**src/tmsc_pkg.sv**
```systemverilog
// Package for the tape motion and unit-select control block.
// Assumes a single 100 MHz system clock; no other sharing.
package tmsc_pkg;

  localparam int unsigned CLK_FREQ_HZ   = 100_000_000;
  localparam int unsigned BRAKE_TIME_MS = 100;
  localparam int unsigned BRAKE_CYCLES  = BRAKE_TIME_MS * (CLK_FREQ_HZ / 1000);
  localparam int unsigned SYNC_STAGES   = 2;

  localparam int unsigned NUM_UNITS  = 8;
  localparam int unsigned ADDR_WIDTH = 4;
  localparam int unsigned DATA_WIDTH = 32;

  // Register byte offsets
  localparam logic [3:0] CTRL_OFFSET   = 4'h0;
  localparam logic [3:0] STATUS_OFFSET = 4'h4;

  // Control register fields
  localparam int unsigned CTRL_ADDR_LSB = 0;
  localparam int unsigned CTRL_WREN_BIT = 3;
  localparam int unsigned CTRL_MODE_LSB = 4;

  // Status register fields
  localparam int unsigned STAT_MOTION_BIT = 0;
  localparam int unsigned STAT_DIR_BIT    = 1;
  localparam int unsigned STAT_BRAKE_BIT  = 2;
  localparam int unsigned STAT_MATCH_BIT  = 3;
  localparam int unsigned STAT_SEL_BIT    = 4;
  localparam int unsigned STAT_ECHO_BIT   = 5;
  localparam int unsigned STAT_HALT_BIT   = 6;

  typedef enum logic [1:0] {
    TMSC_MODE_OFF,
    TMSC_MODE_LOCAL,
    TMSC_MODE_REMOTE,
    TMSC_MODE_SPARE
  } tmsc_mode_e;

  localparam logic [2:0] CTRL_ADDR_RESET = 3'h0;
  localparam logic       CTRL_WREN_RESET = 1'b0;
  localparam tmsc_mode_e CTRL_MODE_RESET = TMSC_MODE_OFF;

  // Remote command lines from the controller
  typedef struct packed {
    logic motionGo;
    logic motionStop;
    logic forward;
    logic reverse;
    logic hostHalt;
  } tmsc_cmd_s;

  // Commands to one reel motor
  typedef struct packed {
    logic run;
    logic drag;
    logic brake;
  } tmsc_motor_s;

endpackage

```
**src/tmsc_motion_control.sv**
```systemverilog
// Motion, direction, brake and unit-select logic for one tape transport.
// Assumes panel and interface pins are asynchronous; registers on a plain port.
//
// What this block does
// - Local forward request sets motion and forward direction.
// - Moving forward: run forward reel motor, drag reverse reel motor.
// - Releasing local request raises hold, clearing motion.
// - Clearing motion while moving fires a 100 ms brake pulse.
// - Brake after forward stop goes to the reverse reel motor.
// - Brake after reverse stop goes to the forward reel motor.
// - Hold while already stopped fires no brake pulse.
// - Stopped and not braking: drag both reel motors.
// - Local reverse request sets motion, clears direction; run reverse motor.
// - Only the select line chosen by the address setting gives a match.
// - Unit selected and head connect are match AND remote mode.
// - Remote control, read and write only while unit is selected, except host halt, which acts in any mode.
// - Head connect energises head relays and lights remote lamp.
// - Remote go sets motion, stop clears it, while selected.
// - Remote forward sets direction, reverse clears it, with go.
// - Host halt clears motion so tape cannot run off.
// - Write echo only when selected and writing is enabled.
//
// Decided for this implementation: the plain strobed port and the address map.
`timescale 1ns/1ps
module tmsc_motion_control #(
  parameter int unsigned BRAKE_CYCLES = tmsc_pkg::BRAKE_CYCLES
) (
  input  wire logic                           clk,
  input  wire logic                           reset_n,
  // Register port
  input  wire logic [tmsc_pkg::ADDR_WIDTH-1:0] regAddr,
  input  wire logic [tmsc_pkg::DATA_WIDTH-1:0] regWrData,
  input  wire logic                           regWrite,
  input  wire logic                           regRead,
  output logic      [tmsc_pkg::DATA_WIDTH-1:0] regRdData,
  // Front panel
  input  wire logic                           localForwardReq,
  input  wire logic                           localReverseReq,
  // Controller interface
  input  wire logic [tmsc_pkg::NUM_UNITS-1:0] selectLines,
  input  wire tmsc_pkg::tmsc_cmd_s            remoteCmd,
  input  wire logic                           timingTrack,
  output logic                                writeEcho,
  output logic                                timingPhaseEven,
  output logic                                timingPhaseOdd,
  // Transport side
  output tmsc_pkg::tmsc_motor_s               forwardMotor,
  output tmsc_pkg::tmsc_motor_s               reverseMotor,
  output logic                                headConnect,
  output logic                                remoteIndicator
);
  import tmsc_pkg::*;

  localparam int unsigned SYNC_W = NUM_UNITS + $bits(tmsc_cmd_s) + 3;

  if (BRAKE_CYCLES < 1) begin : g_check
    $error("tmsc_motion_control needs BRAKE_CYCLES of at least one");
  end

  // Control register fields
  logic [2:0]  addressSwitch;
  logic        writeEnable;
  tmsc_mode_e  motionMode;

  // Synchronised pins
  logic [SYNC_W-1:0]    syncBus;
  logic [NUM_UNITS-1:0] selSync;
  tmsc_cmd_s            cmdSync;
  logic                 fwdReqSync;
  logic                 revReqSync;
  logic                 timingSync;
  logic                 timingLast;

  // Motion core
  logic motionActive;
  logic directionFwd;
  logic directionRev;
  logic motionIdle;
  logic brakePulse;
  logic next_motion;
  logic next_direction;
  logic motionClear;
  logic holdRequest;
  logic brakeFire;
  logic isLocal;
  logic isRemote;
  logic addressMatch;
  logic unitSelected;
  logic remoteGo;
  logic remoteStop;

  // Every panel and interface pin crosses two flops before any logic sees it
  tmsc_sync #(
    .WIDTH (SYNC_W)
  ) u_sync (
    .clk     (clk),
    .reset_n (reset_n),
    .asyncIn ({selectLines, remoteCmd, localForwardReq, localReverseReq, timingTrack}),
    .syncOut (syncBus)
  );

  assign selSync    = syncBus[SYNC_W-1 -: NUM_UNITS];
  assign cmdSync    = syncBus[$bits(tmsc_cmd_s)+2 : 3];
  assign fwdReqSync = syncBus[2];
  assign revReqSync = syncBus[1];
  assign timingSync = syncBus[0];

  // Unit selection
  assign isLocal      = (motionMode == TMSC_MODE_LOCAL);
  assign isRemote     = (motionMode == TMSC_MODE_REMOTE);
  assign addressMatch = selSync[addressSwitch];
  assign unitSelected = addressMatch & isRemote;
  assign headConnect  = unitSelected;
  assign remoteIndicator = headConnect;
  assign writeEcho    = unitSelected & writeEnable;

  // Remote commands count only while selected
  assign remoteGo   = unitSelected & cmdSync.motionGo;
  assign remoteStop = unitSelected & cmdSync.motionStop;

  // Released panel switch sits in the hold position
  assign holdRequest = isLocal & ~fwdReqSync & ~revReqSync;

  // Off mode and the spare code stop the tape like a hold does
  always_comb begin
    motionClear    = 1'b0;
    next_motion    = motionActive;
    next_direction = directionFwd;
    unique case (motionMode)
      TMSC_MODE_LOCAL: begin
        if (fwdReqSync) begin
          next_motion    = 1'b1;
          next_direction = 1'b1;
        end else if (revReqSync) begin
          next_motion    = 1'b1;
          next_direction = 1'b0;
        end else begin
          motionClear = holdRequest;
        end
      end
      TMSC_MODE_REMOTE: begin
        if (remoteStop) begin
          motionClear = 1'b1;
        end else if (remoteGo) begin
          next_motion = 1'b1;
          if (cmdSync.forward) begin
            next_direction = 1'b1;
          end else if (cmdSync.reverse) begin
            next_direction = 1'b0;
          end
        end
      end
      TMSC_MODE_OFF,
      TMSC_MODE_SPARE: begin
        motionClear = 1'b1;
      end
    endcase
    // Halt overrides any mode so a halted host never loses the tape
    if (cmdSync.hostHalt) begin
      motionClear = 1'b1;
    end
    if (motionClear) begin
      next_motion = 1'b0;
    end
  end

  // Brake only when motion was actually running
  assign brakeFire = motionActive & motionClear;

  always_ff @(posedge clk or negedge reset_n) begin
    if (!reset_n) begin
      motionActive <= 1'b0;
    end else begin
      motionActive <= next_motion;
    end
  end

  // Direction is kept after stop so the brake picks the right motor
  always_ff @(posedge clk or negedge reset_n) begin
    if (!reset_n) begin
      directionFwd <= 1'b1;
    end else begin
      directionFwd <= next_direction;
    end
  end

  assign directionRev = ~directionFwd;
  assign motionIdle   = ~motionActive;

  // New motion cancels a brake still running
  tmsc_brake_timer #(
    .CYCLES (BRAKE_CYCLES)
  ) u_brake (
    .clk     (clk),
    .reset_n (reset_n),
    .fire    (brakeFire),
    .cancel  (motionActive),
    .active  (brakePulse)
  );

  // Reel motor decode
  always_comb begin
    forwardMotor.run   = motionActive & directionFwd;
    reverseMotor.drag  = (motionActive & directionFwd)
                       | (motionIdle & ~brakePulse);
    reverseMotor.run   = motionActive & directionRev;
    forwardMotor.drag  = (motionActive & directionRev)
                       | (motionIdle & ~brakePulse);
    reverseMotor.brake = brakePulse & motionIdle & directionFwd;
    forwardMotor.brake = brakePulse & motionIdle & directionRev;
  end

  // Timing track relayed as phase pulses only while the head is connected
  always_ff @(posedge clk or negedge reset_n) begin
    if (!reset_n) begin
      timingLast <= 1'b0;
    end else begin
      timingLast <= timingSync;
    end
  end

  always_ff @(posedge clk or negedge reset_n) begin
    if (!reset_n) begin
      timingPhaseEven <= 1'b0;
      timingPhaseOdd  <= 1'b0;
    end else begin
      timingPhaseEven <= headConnect & timingSync & ~timingLast;
      timingPhaseOdd  <= headConnect & ~timingSync & timingLast;
    end
  end

  // Register writes
  always_ff @(posedge clk or negedge reset_n) begin
    if (!reset_n) begin
      addressSwitch <= CTRL_ADDR_RESET;
      writeEnable   <= CTRL_WREN_RESET;
      motionMode    <= CTRL_MODE_RESET;
    end else if (regWrite && regAddr == CTRL_OFFSET) begin
      addressSwitch <= regWrData[CTRL_ADDR_LSB +: 3];
      writeEnable   <= regWrData[CTRL_WREN_BIT];
      motionMode    <= tmsc_mode_e'(regWrData[CTRL_MODE_LSB +: 2]);
    end
  end

  // Register reads, data valid the cycle after the strobe only
  always_ff @(posedge clk or negedge reset_n) begin
    if (!reset_n) begin
      regRdData <= '0;
    end else begin
      regRdData <= '0;
      if (regRead && regAddr == CTRL_OFFSET) begin
        regRdData[CTRL_ADDR_LSB +: 3] <= addressSwitch;
        regRdData[CTRL_WREN_BIT]      <= writeEnable;
        regRdData[CTRL_MODE_LSB +: 2] <= motionMode;
      end else if (regRead && regAddr == STATUS_OFFSET) begin
        regRdData[STAT_MOTION_BIT] <= motionActive;
        regRdData[STAT_DIR_BIT]    <= directionFwd;
        regRdData[STAT_BRAKE_BIT]  <= brakePulse;
        regRdData[STAT_MATCH_BIT]  <= addressMatch;
        regRdData[STAT_SEL_BIT]    <= unitSelected;
        regRdData[STAT_ECHO_BIT]   <= writeEcho;
        regRdData[STAT_HALT_BIT]   <= cmdSync.hostHalt;
      end
    end
  end

  // Checks
  property p_local_fwd;
    @(posedge clk) disable iff (!reset_n)
    (isLocal && fwdReqSync && !cmdSync.hostHalt) |=> (motionActive && directionFwd);
  endproperty
  a_local_fwd: assert property (p_local_fwd)
    else $error("Local forward did not start forward motion");

  property p_run_fwd;
    @(posedge clk) disable iff (!reset_n)
    (motionActive && directionFwd) |-> (forwardMotor.run && reverseMotor.drag
                                         && !reverseMotor.run && !forwardMotor.drag);
  endproperty
  a_run_fwd: assert property (p_run_fwd)
    else $error("Forward motion motor commands wrong");

  property p_hold;
    @(posedge clk) disable iff (!reset_n)
    holdRequest |=> !motionActive;
  endproperty
  a_hold: assert property (p_hold)
    else $error("Hold did not stop motion");

  property p_brake_fire;
    @(posedge clk) disable iff (!reset_n)
    (motionActive && motionClear) |=> (brakePulse && !motionActive);
  endproperty
  a_brake_fire: assert property (p_brake_fire)
    else $error("Stopping a moving tape fired no brake");

  property p_brake_rev_motor;
    @(posedge clk) disable iff (!reset_n)
    ($past(motionActive) && $past(directionFwd) && !motionActive && brakePulse)
      |-> (reverseMotor.brake && !forwardMotor.brake && !reverseMotor.drag);
  endproperty
  a_brake_rev_motor: assert property (p_brake_rev_motor)
    else $error("Forward stop did not brake reverse motor");

  property p_brake_fwd_motor;
    @(posedge clk) disable iff (!reset_n)
    ($past(motionActive) && !$past(directionFwd) && !motionActive && brakePulse)
      |-> (forwardMotor.brake && !reverseMotor.brake && !forwardMotor.drag);
  endproperty
  a_brake_fwd_motor: assert property (p_brake_fwd_motor)
    else $error("Reverse stop did not brake forward motor");

  property p_no_brake_idle;
    @(posedge clk) disable iff (!reset_n)
    (!motionActive && !brakePulse && motionClear) |=> !brakePulse;
  endproperty
  a_no_brake_idle: assert property (p_no_brake_idle)
    else $error("Brake fired while already stopped");

  property p_drag_both;
    @(posedge clk) disable iff (!reset_n)
    (!motionActive && !brakePulse) |-> (forwardMotor.drag && reverseMotor.drag
                                        && !forwardMotor.run && !reverseMotor.run);
  endproperty
  a_drag_both: assert property (p_drag_both)
    else $error("Idle tape lost tension drag");

  property p_local_rev;
    @(posedge clk) disable iff (!reset_n)
    (isLocal && revReqSync && !fwdReqSync && !cmdSync.hostHalt)
      |=> (motionActive && !directionFwd && reverseMotor.run && forwardMotor.drag);
  endproperty
  a_local_rev: assert property (p_local_rev)
    else $error("Local reverse did not start reverse motion");

  property p_select;
    @(posedge clk) disable iff (!reset_n)
    headConnect |-> (isRemote && selSync[addressSwitch] && remoteIndicator);
  endproperty
  a_select: assert property (p_select)
    else $error("Head connected without remote selection");

  property p_unselected_go;
    @(posedge clk) disable iff (!reset_n)
    (!motionActive && !unitSelected && isRemote) |=> !motionActive;
  endproperty
  a_unselected_go: assert property (p_unselected_go)
    else $error("Motion started while not selected");

  property p_halt;
    @(posedge clk) disable iff (!reset_n)
    cmdSync.hostHalt |=> !motionActive;
  endproperty
  a_halt: assert property (p_halt)
    else $error("Host halt did not stop tape");

  property p_write_echo;
    @(posedge clk) disable iff (!reset_n)
    writeEcho |-> (unitSelected && writeEnable);
  endproperty
  a_write_echo: assert property (p_write_echo)
    else $error("Write echo without selection and enable");

endmodule

```
**src/tmsc_sync.sv**
```systemverilog
// Two-flop synchroniser for a vector of unrelated levels.
// Assumes each bit is a slow level; no bus coherency is offered.
`timescale 1ns/1ps
module tmsc_sync #(
  parameter int unsigned WIDTH = 1
) (
  input  wire logic             clk,
  input  wire logic             reset_n,
  input  wire logic [WIDTH-1:0] asyncIn,
  output logic      [WIDTH-1:0] syncOut
);
  import tmsc_pkg::*;

  logic [WIDTH-1:0] stage1;

  if (WIDTH < 1) begin : g_check
    $error("tmsc_sync needs WIDTH of at least one");
  end

  always_ff @(posedge clk or negedge reset_n) begin
    if (!reset_n) begin
      stage1  <= '0;
      syncOut <= '0;
    end else begin
      stage1  <= asyncIn;
      syncOut <= stage1;
    end
  end
endmodule

```
**src/tmsc_brake_timer.sv**
```systemverilog
// Retriggerable counter one-shot for the reel brake pulse.
// Assumes fire and cancel come from logic on the same clock.
`timescale 1ns/1ps
module tmsc_brake_timer #(
  parameter int unsigned CYCLES = tmsc_pkg::BRAKE_CYCLES
) (
  input  wire logic clk,
  input  wire logic reset_n,
  input  wire logic fire,
  input  wire logic cancel,
  output logic      active
);
  import tmsc_pkg::*;

  localparam int unsigned CW = $clog2(CYCLES + 1);
  localparam logic [CW-1:0] LOAD = CW'(CYCLES);

  logic [CW-1:0] remaining;

  if (CYCLES < 1) begin : g_check
    $error("tmsc_brake_timer needs CYCLES of at least one");
  end

  // Fire wins over cancel so a stop event is never lost
  always_ff @(posedge clk or negedge reset_n) begin
    if (!reset_n) begin
      remaining <= '0;
    end else if (fire) begin
      remaining <= LOAD;
    end else if (cancel) begin
      remaining <= '0;
    end else if (remaining != '0) begin
      remaining <= remaining - CW'(1);
    end
  end

  assign active = (remaining != '0);

  property p_brake_length;
    @(posedge clk) disable iff (!reset_n)
    fire |=> (remaining == LOAD);
  endproperty
  a_brake_length: assert property (p_brake_length)
    else $error("Brake pulse not loaded with its full length");

endmodule

```
**config.mk**
```make
export PLATFORM = sky130hd
export DESIGN_NAME = tmsc_motion_control
export DESIGN_NICKNAME = d
export VERILOG_FILES = /design/src/tmsc_pkg.sv /design/src/tmsc_motion_control.sv /design/src/tmsc_sync.sv /design/src/tmsc_brake_timer.sv
export SDC_FILE = /design/constraint.sdc
export NUM_CORES = 1
export LEC_CHECK = 0
export ABC_AREA = 1
export BUFFER_PORTS_ARGS = -buffer_cell sky130_fd_sc_hd__buf_2
export CORE_ASPECT_RATIO = 1.2
export CORE_MARGIN = 5
export CORE_UTILIZATION = 52
export DETAILED_ROUTE_END_ITERATION = 10
export HOLD_SLACK_MARGIN = 0.12
export MAX_ROUTING_LAYER = met4
export PLACE_DENSITY = 0.8
export SYNTH_ARGS = -nofsm -noshare
export SYNTH_HDL_FRONTEND = slang
export SYNTH_SLANG_ARGS = --single-unit
export TNS_END_PERCENT = 100
```
**constraint.sdc**
```tcl
create_clock -name clk -period 2.1 [get_ports clk]
set_clock_uncertainty 0.2 [all_clocks]
set_input_delay 0.63 -clock clk [delete_from_list [all_inputs] [get_ports clk]]
set_output_delay 0.63 -clock clk [all_outputs]
set_load 0.02 [all_outputs]
```
## Word-level counts from Yosys, hierarchy flattened

Cells that the tools add are included.

- $add $sub $neg: 1
- $lt $le $gt $ge: 1
- Equality and inequality tests: 11
- Muxes and demuxes: 26
- Bitwise logic cells: 26
- Reductions and logical operators: 12

Operators with widths:

| operator | count |
|---|---|
| two-way mux 24 bit | 3 |
| nonzero test 24 bit | 1 |
| subtractor 24 x 1 -> 24 bit (second input constant) | 1 |
| AND 1 bit | 17 |
| two-way mux 1 bit | 17 |
| two-way mux 7 bit | 1 |
| inverter 1 bit | 7 |
| two-way mux 6 bit | 1 |
| != test 3 x 1 -> 1 bit (second input constant) | 2 |
| nonzero test 3 bit | 2 |
| AND reduction 5 bit | 1 |
| equality test 2 bit (second input constant) | 2 |
| equality test 4 x 3 -> 1 bit (second input constant) | 1 |
| logical NOT 4 bit | 1 |
| < comparator 3 x 4 -> 1 bit (second input constant) | 1 |
| != test 4 x 2 -> 1 bit (second input constant) | 1 |
| one-hot mux 1 bit (2 select lines) | 2 |
| AND reduction 4 bit | 1 |
| binary-select mux 1 bit (select 3 bit) | 1 |
| logical AND 1 bit | 3 |
| != test 3 x 2 -> 1 bit (second input constant) | 1 |
| != test 3 bit (second input constant) | 1 |
| one-hot mux 1 bit (3 select lines) | 1 |
| equality test 2 x 1 -> 1 bit (second input constant) | 1 |
| 6 further kinds | 7 |

- Bits in registers: 74
- Output and inout port bits: 43
- Logic and storage cells: 89

## Longest topological paths before layout

Gate-level depths: netlist (run 1).

- Depth in word-level cells: 9
- Gate-level depth with buffers: 12
- Gate-level depth less buffers: 12

## Cells and area by module

From an unflattened synthesis (run 1), not the netlist that was laid out.

- Cells, all modules: 398
- Area, all modules: 3558.4 um2

By module, submodules not included:

| module | instances | cells each | area an instance (um2) |
|---|---|---|---|
| tmsc_brake_timer | 1 | 219 | 1621.6 |
| tmsc_motion_control | 1 | 147 | 1136.1 |
| tmsc_sync | 1 | 32 | 800.8 |

## Least setup slack after synthesis (run 1)

Ideal clock, no wire load.

- Path kind: reg2out
- Start: register motionMode[0]
- End: output writeEcho
- Arrival: 1.404 ns
- Data required time: 1.270 ns
- Path slack: -0.134 ns
- Stages on the path, launching flop included: 7
- Path buffers: 0
- Cells stage by stage: dfrtp_1 -> inv_1 -> ha_1 -> inv_1 -> nor2_4 -> inv_2 -> nor2_1

- Longest elaborated chain between the ends: 3

Ends and longest elaborated chain:

| what | RTL line | RTL |
|---|---|---|
| start, declared | tmsc_motion_control.sv:63 | `tmsc_mode_e motionMode;` |
| start signal, assigned | tmsc_motion_control.sv:241 | `motionMode <= tmsc_mode_e'(regWrData[CTRL_MODE_LSB +: 2]);` |
| equality test 2 bit | tmsc_motion_control.sv:110 | `assign isRemote = (motionMode == TMSC_MODE_REMOTE);` |
| AND 1 bit | tmsc_motion_control.sv:112 | `assign unitSelected = addressMatch & isRemote;` |
| named net headConnect | tmsc_motion_control.sv:49 | `output logic headConnect,` |
| AND 1 bit | tmsc_motion_control.sv:115 | `assign writeEcho = unitSelected & writeEnable;` |
| end, declared | tmsc_motion_control.sv:43 | `output logic writeEcho,` |

The timed path passes the listed nets, and every way through them passes these cells.

==> impl_metrics.yaml, run 1 <==
outcome:
  status: "finished with violations"
  violations: "setup timing"
global_routing:
  grt_max_degree: 41
  gr-usage-met1_pct: 21.7
  antenna_found_initial: 0
  grt_pass1_wl_mm: 13.0
  use_met2_pct: 35.1
  overflow: 0
  grt_pass1_vias: 2922
  grt_usage_pct: 20.1
  busiest_layer: "met2"
  grtUsageMet3_pct: 3.23
final_layout:
  layout.nets: 539
  final_cells: 568
  drive_gt1_share_pct: 41.2
  layout_commonest_cell: "dfrtp_1"
  insertedDiodeCount: 0
  fin_util_pct: 70.4
  design_area_um2: 4560
  areaGrowthSynthToFinish_pct: 31.0
  layout_common_cells: "dfrtp_1 (73), buf_4 (56), nand2_1 (41), inv_1 (39), buf_2 (39)"
  num-fill-cells: 460
critical_path:
  cp-start-kind: "flop"
  cp.arrival_ns: 1.69
  critPathTopFamily: "simple AND/OR/NAND/NOR gates"
  endpoint_kind: "primary output"
  path_cells: "inv_2 > ha_4 > nand2_2 > nor2_4 > nand3_4 > nand2_4 > inv_4 > nor2_4 > buf_6"
  path_max_fanout: 4
  crit_slowest_cell: "dfrtp_1"
  worstPathRequired_ns: 1.27
  cpMostUsedCell: "nor2_4"
  cp.depth: 9
  slowest_delay_ns: 0.41
  r2r_end: "u_brake.remaining[20]"
  crit-reg2reg-launch: "u_brake.remaining[0]"
  critical_path_buf_inv_count: 3
  critPathKind: "flop to primary output"
  r2r_cells: 10
  r2r_slack_ns: 0.08
  crit_path_start: "u_brake.remaining[0]"
  setup.worst_path.end: "forwardMotor[1]"
floorplanning:
  die_w_um: 84.7
  rows: 32
  die_area_um2: 8450
  start_util_pct: 53.7
  chipHeight_um: 99.7
  io_pins: 99
  core_area_um2: 6490
timing:
  fmax_ghz: 0.397
  drv_slew: 0
  rsz0062_at_grt: "true"
  final-hold-violation-count: 0
  final-setup-viol-count: 7
  finalWorstSetupSlack_ns: -0.417
  final.period_utilization_pct: 120
  layout_min_cycle_time_ns: 2.52
min_path:
  hold_class: "flop to flop"
place:
  portBuffers: 47
  dp_hpwl_mm: 5.59
  place_area_um2: 4040
  place.gp.congestion: 0.901
  pre_cts_slack_ns: -0.0836
  dp.cells: 531
detailed_routing:
  drc: 0
  wl_mm: 8.56
  num_vias: 2892
  viasPerCell: 5.09
  postRouteAntennaNets: 0
  drt_pass1_iterations: 4
  drt_iter0_drc: 213
  wl_per_cell_um: 15.1
pwr:
  p_leak_nw: 2.36
  power_mw: 5.64
  power_density_nw_per_um2: 1240
  ir_worst_vdd_v: 0.000602
clocking:
  clock_latency_ns: 0.35
  clkSinkCount: 74
  clk_pin_slew_worst_paths_ns: 0.08
  htree_levels: 3
  cts-root-buf: "clkbuf_8"
  numCtsBuffers: 9
  clockBufferDepth: 2
  cts_tree: "built"
synthesis:
  yosysWarnings: 0
  synth_seq_cells: 74
  yosys.area_share.adder_pct: 1.80
  synth_compound_area_share_pct: 8.98
  synthCells: 366
  synth_xor_area_share_pct: 1.51
  synth_cell_types: 41
  ys_seq_area_share_pct: 53.2
  synthesis.area_um2: 3480
  synth_top_family_by_area: "simple AND/OR/NAND/NOR gates"
  synthMuxAreaShare_pct: 0
  synthSimpleGateAreaFrac_pct: 22.7
  syn_avg_cell_area_um2: 9.52
flow_run:
  cap_violations: 0
-- per-layer routing --
metal  vias to the layer above  wire length, µm
met3                        24              473
met5                         -                0
met2                       123             4710
met1                      1399             3130
met4                         0              249
li1                       1346                -
-- worst min-delay path by stage --
| stage | from | endpoint | slack [ns] | depth (start not counted) |
|---|---|---|---|---|
| after floorplan | reset_n | addressSwitch[0] | 0.13 | 0 |
| after global placement | u_sync.stage1[12] | u_sync.syncOut[12] | 0.13 | 0 |
| after detailed placement | u_sync.stage1[0] | u_sync.syncOut[0] | 0.13 | 0 |
| after CTS | u_sync.stage1[0] | u_sync.syncOut[0] | 0.15 | 0 |
| after global routing | u_sync.stage1[9] | u_sync.syncOut[9] | 0.16 | 0 |
| final | u_sync.stage1[0] | u_sync.syncOut[0] | 0.15 | 0 |
-- metrics by stage --
stage / hold slack [ns] / TNS, ns
after floorplan: 0.131 / -0.00577
after global placement: 0.133 / -0.104
after detailed placement: 0.135 / -0.167
after CTS: 0.153 / -2.91
after global routing: 0.155 / -3.13
final: 0.151 / -2.40
-- worst reg2reg max path: stages (launching register included) --
cell	delay, ns
dfrtp_1	0.41
inv_2	0.10
buf_4	0.12
ha_1	0.20
nand2_2	0.10
nor2_4	0.20
nand2_1	0.13
nor2_1	0.17
a21oi_1	0.08
o21ai_0	0.11
a21oi_2	0.08
-- power breakdown --
| part | internal (mW) | total [mW] | switching [mW] |
|---|---|---|---|
| Sequential | 1.72 | 1.96 | 0.237 |
| Clock | 0.468 | 1.01 | 0.543 |
| Combinational | 1.20 | 2.67 | 1.47 |
-- cells in the mapped netlist, drive strengths merged --
library cell	n	area [µm²]
nand3	20	140
nor3	7	40.0
or2	2	12.5
dfrtp	73	1830
nand3b	1	7.51
nand2	54	230
a31oi	1	6.26
nor2	53	272
a211o	1	8.76
buf	28	214
nor3b	1	12.5
a21oi	29	171
nand4	8	56.3
dfstp	1	26.3
xor2	5	43.8
ha	5	62.6
clkinv	1	5.00
inv	49	184
o21ai	12	60.1
xnor2	1	8.76
conb	1	3.75
a211oi	1	7.51
o22ai	6	43.8
o31ai	1	7.51
clkbuf	2	7.51
nor4	2	18.8
a21o	1	7.51
-- flip-flops by register name, summed over array words and instances, names as in the netlist, 2 cells and up --
signal             count
addressSwitch          3
motionMode             2
regRdData              7
u_brake.remaining     24
u_sync.stage1         16
u_sync.syncOut        16
-- layout make-up --
class | count | area (µm²) | share of cell area [%]
Clock buffer | 11 | 141 | 3.10
Multi-Input combinational cell | 236 | 1470 | 32.1
Timing Repair Buffer | 107 | 767 | 16.8
Clock inverter | 5 | 38.8 | 0.850
Sequential cell | 74 | 1850 | 40.6
Inverter | 50 | 191 | 4.20
Tap cell | 85 | 106 | 2.33
-- cells by family after synthesis --
logic type,Yosys count
buf+inv,80
flops,74
simple gates,148
fa+ha+maj,5
xor+xnor,6
other cells,1
compound gates,52
-- repair_timing --
| item | in CTS | in global routing |
|---|---|---|
| endpoints found under the hold margin | 17 | 0 |
| hold buffers | 1 | 0 |
| resized for setup | 30 | 29 |
| buffers inserted | 12 | 14 |
| pin swaps | 5 | 17 |
| setup endpoints to repair | 9 | 23 |
No activity file was read; power rests on OpenSTA's default activity.
==> run 2, diff against run 1 <==
Settings changed: CORE_UTILIZATION 52 to 56, PLACE_DENSITY 0.8 to 0.85, SKIP_LAST_GASP set to 1.
Clock period 2.1 ns to 2.93 ns, I/O delays scaled along.
==> impl_metrics.yaml, run 2 (synthesis gave the netlist of run 1 again) <==
final_layout:
  fin_util_pct: 66.4
  design_area_um2: 4020
  layout_common_cells: "dfrtp_1 (69), buf_2 (46), nand2_1 (45), inv_1 (42), nor2_1 (37)"
  insertedDiodeCount: 0
  areaGrowthSynthToFinish_pct: 15.3
  reg_top3: "u_brake.remaining x24, u_sync.stage1 x16, u_sync.syncOut x16"
  final_cells: 513
  top_register: "u_brake.remaining"
  num-fill-cells: 460
  layout.nets: 487
  layout_commonest_cell: "dfrtp_1"
  largest_reg_flops: 24
  drive_gt1_share_pct: 30.6
global_routing:
  overflow: 0
  grt_pass1_vias: 2502
  grt_usage_pct: 19.7
  antenna_found_initial: 0
  grt_max_degree: 64
  grt_pass1_wl_mm: 11.4
critical_path:
  critical_path_buf_inv_count: 3
  critPathKind: "flop to primary output"
  worstPathRequired_ns: 1.85
  crit_path_start: "u_brake.remaining[0]"
  endpoint_kind: "primary output"
  r2r_end: "u_brake.remaining[21]"
  crit-reg2reg-launch: "u_brake.remaining[0]"
  path_cells: "inv_2 > ha_2 > nand2_1 > nor2_2 > nand3_2 > nand2_4 > inv_2 > nor2_1 > buf_2"
  cp.depth: 9
  cp.arrival_ns: 1.73
  setup.worst_path.end: "reverseMotor[1]"
  slowest_delay_ns: 0.40
  path_max_fanout: 5
  critPathTopFamily: "simple AND/OR/NAND/NOR gates"
  cpMostUsedCell: "inv_2"
  r2r_slack_ns: 0.97
  crit_slowest_cell: "dfrtp_1"
  cp-start-kind: "flop"
  r2r_cells: 11
timing:
  setup_tns_ns: 0
  drv_slew: 0
  rsz0062_at_grt: "true"
  fmax_ghz: 0.356
  hold_slack_ns: 0.149
  finalWorstSetupSlack_ns: 0.120
  final-hold-violation-count: 0
  layout_min_cycle_time_ns: 2.81
  final-setup-viol-count: 0
  final.period_utilization_pct: 95.9
floorplanning:
  io_pins: 99
  chipHeight_um: 96.4
  start_util_pct: 57.6
  core_area_um2: 6050
  die_area_um2: 7910
  die_w_um: 82.0
  rows: 31
detailed_routing:
  wl_per_cell_um: 13.4
  drc: 0
  drt_pass1_iterations: 4
  viasPerCell: 5.03
  drt_iter0_drc: 163
  num_vias: 2578
  postRouteAntennaNets: 0
  wl_mm: 6.85
clocking:
  numCtsBuffers: 9
  clkSinkCount: 74
  postCtsHoldBufs: 0
  cts-root-buf: "clkbuf_8"
  clk_pin_slew_worst_paths_ns: 0.07
  htree_levels: 3
  clockBufferDepth: 2
  clock_latency_ns: 0.34
  cts_tree: "built"
pwr:
  p_leak_nw: 2.08
  power_density_nw_per_um2: 864
  ir_worst_vdd_v: 0.000465
  power_mw: 3.47
place:
  dp.cells: 492
  portBuffers: 47
  pre_cts_slack_ns: 0.270
  place_area_um2: 3730
  place.gp.congestion: 0.903
  dp_hpwl_mm: 5.00
flow_run:
  cap_violations: 0
min_path:
  hold_class: "flop to flop"
outcome:
  status: "finished, final reports clean"
run 2: cell count changes in the layout (fill, tap and decap cells not counted), moves of 5 or more:
cell	before	now
buf_4	56	8
buf_2	39	46
nor2_2	11	6
buf_6	9	0
nor2_1	28	37
run 2: worst register-to-register path, cell delays in order, from the launching register on:
cell and delay (ns):
dfrtp_1 0.40, inv_2 0.10, ha_2 0.19, nand3_1 0.11, nor3_2 0.15, nand3_2 0.28, nand2_2 0.18, nor2_4 0.05
nand2_1 0.08, nand2_1 0.05, nand2_1 0.05, nor2_1 0.03
run 2: cell type report:
cell class	count	area, µm²	area share (%)
inverter	50	189	4.70
tap	82	103	2.55
timing repair buffer	55	310	7.72
multi-input combinational	236	1350	33.7
clock inverter	5	52.6	1.31
sequential	74	1860	46.2
clock buffer	11	151	3.77
run 2: what timing repair did:
item                                    4_1_cts  5_1_grt
endpoints found under the setup margin        4        5
pin swaps                                     1        2
gates resized for setup                       2       16
setup buffers                                 1        4
run 2: layer usage:
| layer | track usage [%] | part of all wire [%] | up-vias | routed length, µm |
|---|---|---|---|---|
| met1 | 23.2 | 39 | 1240 | 2650 |
| li1 | - | - | 1240 | - |
| met3 | 3.62 | 6.2 | 13 | 424 |
| met4 | 9.97 | 1.7 | 0 | 119 |
| met2 | 32.2 | 53 | 85 | 3660 |
| met5 | - | 0 | - | 0 |
run 2: how the worst min path moves through the flow:
stage | cells after the start | to | startpoint | slack (ns)
2_1_floorplan | 0 | u_sync.syncOut[0] | u_sync.stage1[0] | 0.13
6_report | 0 | u_sync.syncOut[8] | u_sync.stage1[8] | 0.15
4_1_cts | 0 | u_sync.syncOut[6] | u_sync.stage1[6] | 0.15
3_3_place_gp | 0 | u_sync.syncOut[13] | u_sync.stage1[13] | 0.13
5_1_grt | 0 | u_sync.syncOut[8] | u_sync.stage1[8] | 0.15
3_5_place_dp | 0 | u_sync.syncOut[6] | u_sync.stage1[6] | 0.13
run 2: where the power goes:
group,total [mW],switching [mW],internal [mW]
sequential,1.47,0.233,1.24
clock,0.790,0.356,0.435
combinational,1.21,0.759,0.451
==> run 3, diff against run 2 <==
Settings changed: CORE_UTILIZATION 56 to 47, PLACE_DENSITY 0.85 to 0.73.
==> impl_metrics.yaml, run 3 (synthesis gave the netlist of run 1 again) <==
clocking:
  cts-root-buf: "clkbuf_8"
  cts_setup_buffers: 0
  numCtsBuffers: 9
  clkSinkCount: 74
  htree_levels: 3
  clockBufferDepth: 2
  clock_latency_ns: 0.35
  clk_pin_slew_worst_paths_ns: 0.08
  cts_tree: "built"
global_routing:
  grt_usage_pct: 16.1
  grt_max_degree: 75
  grt_pass1_vias: 2514
  grt_pass1_wl_mm: 11.4
  overflow: 0
  antenna_found_initial: 0
place:
  dp_hpwl_mm: 4.89
  portBuffers: 47
  place.gp.congestion: 0.926
  pre_cts_slack_ns: 0.366
flow_run:
  cap_violations: 0
floorplanning:
  rows: 34
  die_w_um: 88.6
  core_area_um2: 7230
  io_pins: 99
  start_util_pct: 48.2
  chipHeight_um: 104
  die_area_um2: 9240
timing:
  finalWorstSetupSlack_ns: 0.0630
  rsz0062_at_grt: "true"
  final-hold-violation-count: 0
  final.period_utilization_pct: 97.9
  fmax_ghz: 0.349
  drv_slew: 0
  layout_min_cycle_time_ns: 2.87
  final-setup-viol-count: 0
  hold_slack_ns: 0.143
critical_path:
  r2r_cells: 11
  setup.worst_path.end: "forwardMotor[1]"
  r2r_slack_ns: 0.98
  cp-start-kind: "flop"
  critPathKind: "flop to primary output"
  crit-reg2reg-launch: "u_brake.remaining[0]"
  endpoint_kind: "primary output"
  path_max_fanout: 5
  worstPathRequired_ns: 1.85
  cp.arrival_ns: 1.79
  crit_path_start: "u_brake.remaining[12]"
  r2r_end: "u_brake.remaining[21]"
detailed_routing:
  postRouteAntennaNets: 0
  drc: 0
  drt_pass1_iterations: 5
  num_vias: 2475
  viasPerCell: 4.79
  wl_mm: 6.66
  drt_iter0_drc: 85
  wl_per_cell_um: 12.9
pwr:
  power_mw: 3.31
  power_density_nw_per_um2: 834
  ir_worst_vdd_v: 0.000483
  p_leak_nw: 2.04
final_layout:
  reg_top3: "u_brake.remaining x24, u_sync.stage1 x16, u_sync.syncOut x16"
  layout.nets: 483
  insertedDiodeCount: 0
  layout_commonest_cell: "dfrtp_1"
  drive_gt1_share_pct: 29.0
  areaGrowthSynthToFinish_pct: 13.8
  layout_common_cells: "dfrtp_1 (72), nand2_1 (45), buf_2 (44), inv_1 (42), nor2_1 (37)"
  num-fill-cells: 671
  top_register: "u_brake.remaining"
  largest_reg_flops: 24
min_path:
  hold_class: "flop to flop"
outcome:
  status: "finished, final reports clean"
run 3: how the worst min path moves through the flow:
stage | start | end | slack, ns | cells after the start
6_report | u_sync.stage1[2] | u_sync.syncOut[2] | 0.14 | 0
5_1_grt | u_sync.stage1[2] | u_sync.syncOut[2] | 0.15 | 0
2_1_floorplan | u_sync.stage1[0] | u_sync.syncOut[0] | 0.13 | 0
3_3_place_gp | u_sync.stage1[13] | u_sync.syncOut[13] | 0.13 | 0
4_1_cts | u_sync.stage1[2] | u_sync.syncOut[2] | 0.15 | 0
3_5_place_dp | u_sync.stage1[3] | u_sync.syncOut[3] | 0.13 | 0
run 3: area by class of cell:
cell class | instances | area [µm²] | share of cell area [%]
Clock buffer | 11 | 141 | 3.57
Timing Repair Buffer | 51 | 285 | 7.19
Clock inverter | 5 | 31.3 | 0.789
Sequential cell | 74 | 1850 | 46.8
Tap cell | 90 | 113 | 2.84
Inverter | 50 | 191 | 4.83
Multi-Input combinational cell | 236 | 1350 | 34.0
run 3: worst max-delay path, stage by stage (launching register included):
cell	delay, ns
dfrtp_1	0.42
nor2_2	0.20
nand4_1	0.16
inv_2	0.12
nand3_2	0.11
nand2_4	0.11
inv_2	0.05
nor2_1	0.11
buf_4	0.16
run 3: per-stage QoR:
step	instance area, µm²	TNS [ns]	utilization [%]	std cells
2_1_floorplan	3570	0	-	390
3_3_place_gp	3740	0	51.8	501
3_5_place_dp	3740	0	51.8	501
4_1_cts	3920	0	54.2	517
5_1_grt	3970	-0.0655	54.8	517
6_report	3970	0	54.8	517
run 3: timing repair:
item,in CTS,in global routing
hold buffers,0,0
setup endpoints to repair,2,3
resized for setup,2,15
run 3: metal layers:
layer,wire (µm),up-vias,GRT usage (%)
li1,-,1233,-
met1,2760,1155,19.5
met2,3410,70,25.5
met3,333,17,3.65
met4,158,0,7.24
met5,0,-,-
run 3: where the power goes:
part	leakage (nW)	internal, mW	total (mW)	switching, mW
Clock	0.0891	0.328	0.697	0.369
Sequential	0.897	1.24	1.46	0.222
Combinational	1.06	0.426	1.15	0.728
Total	2.04	1.99	3.31	1.32
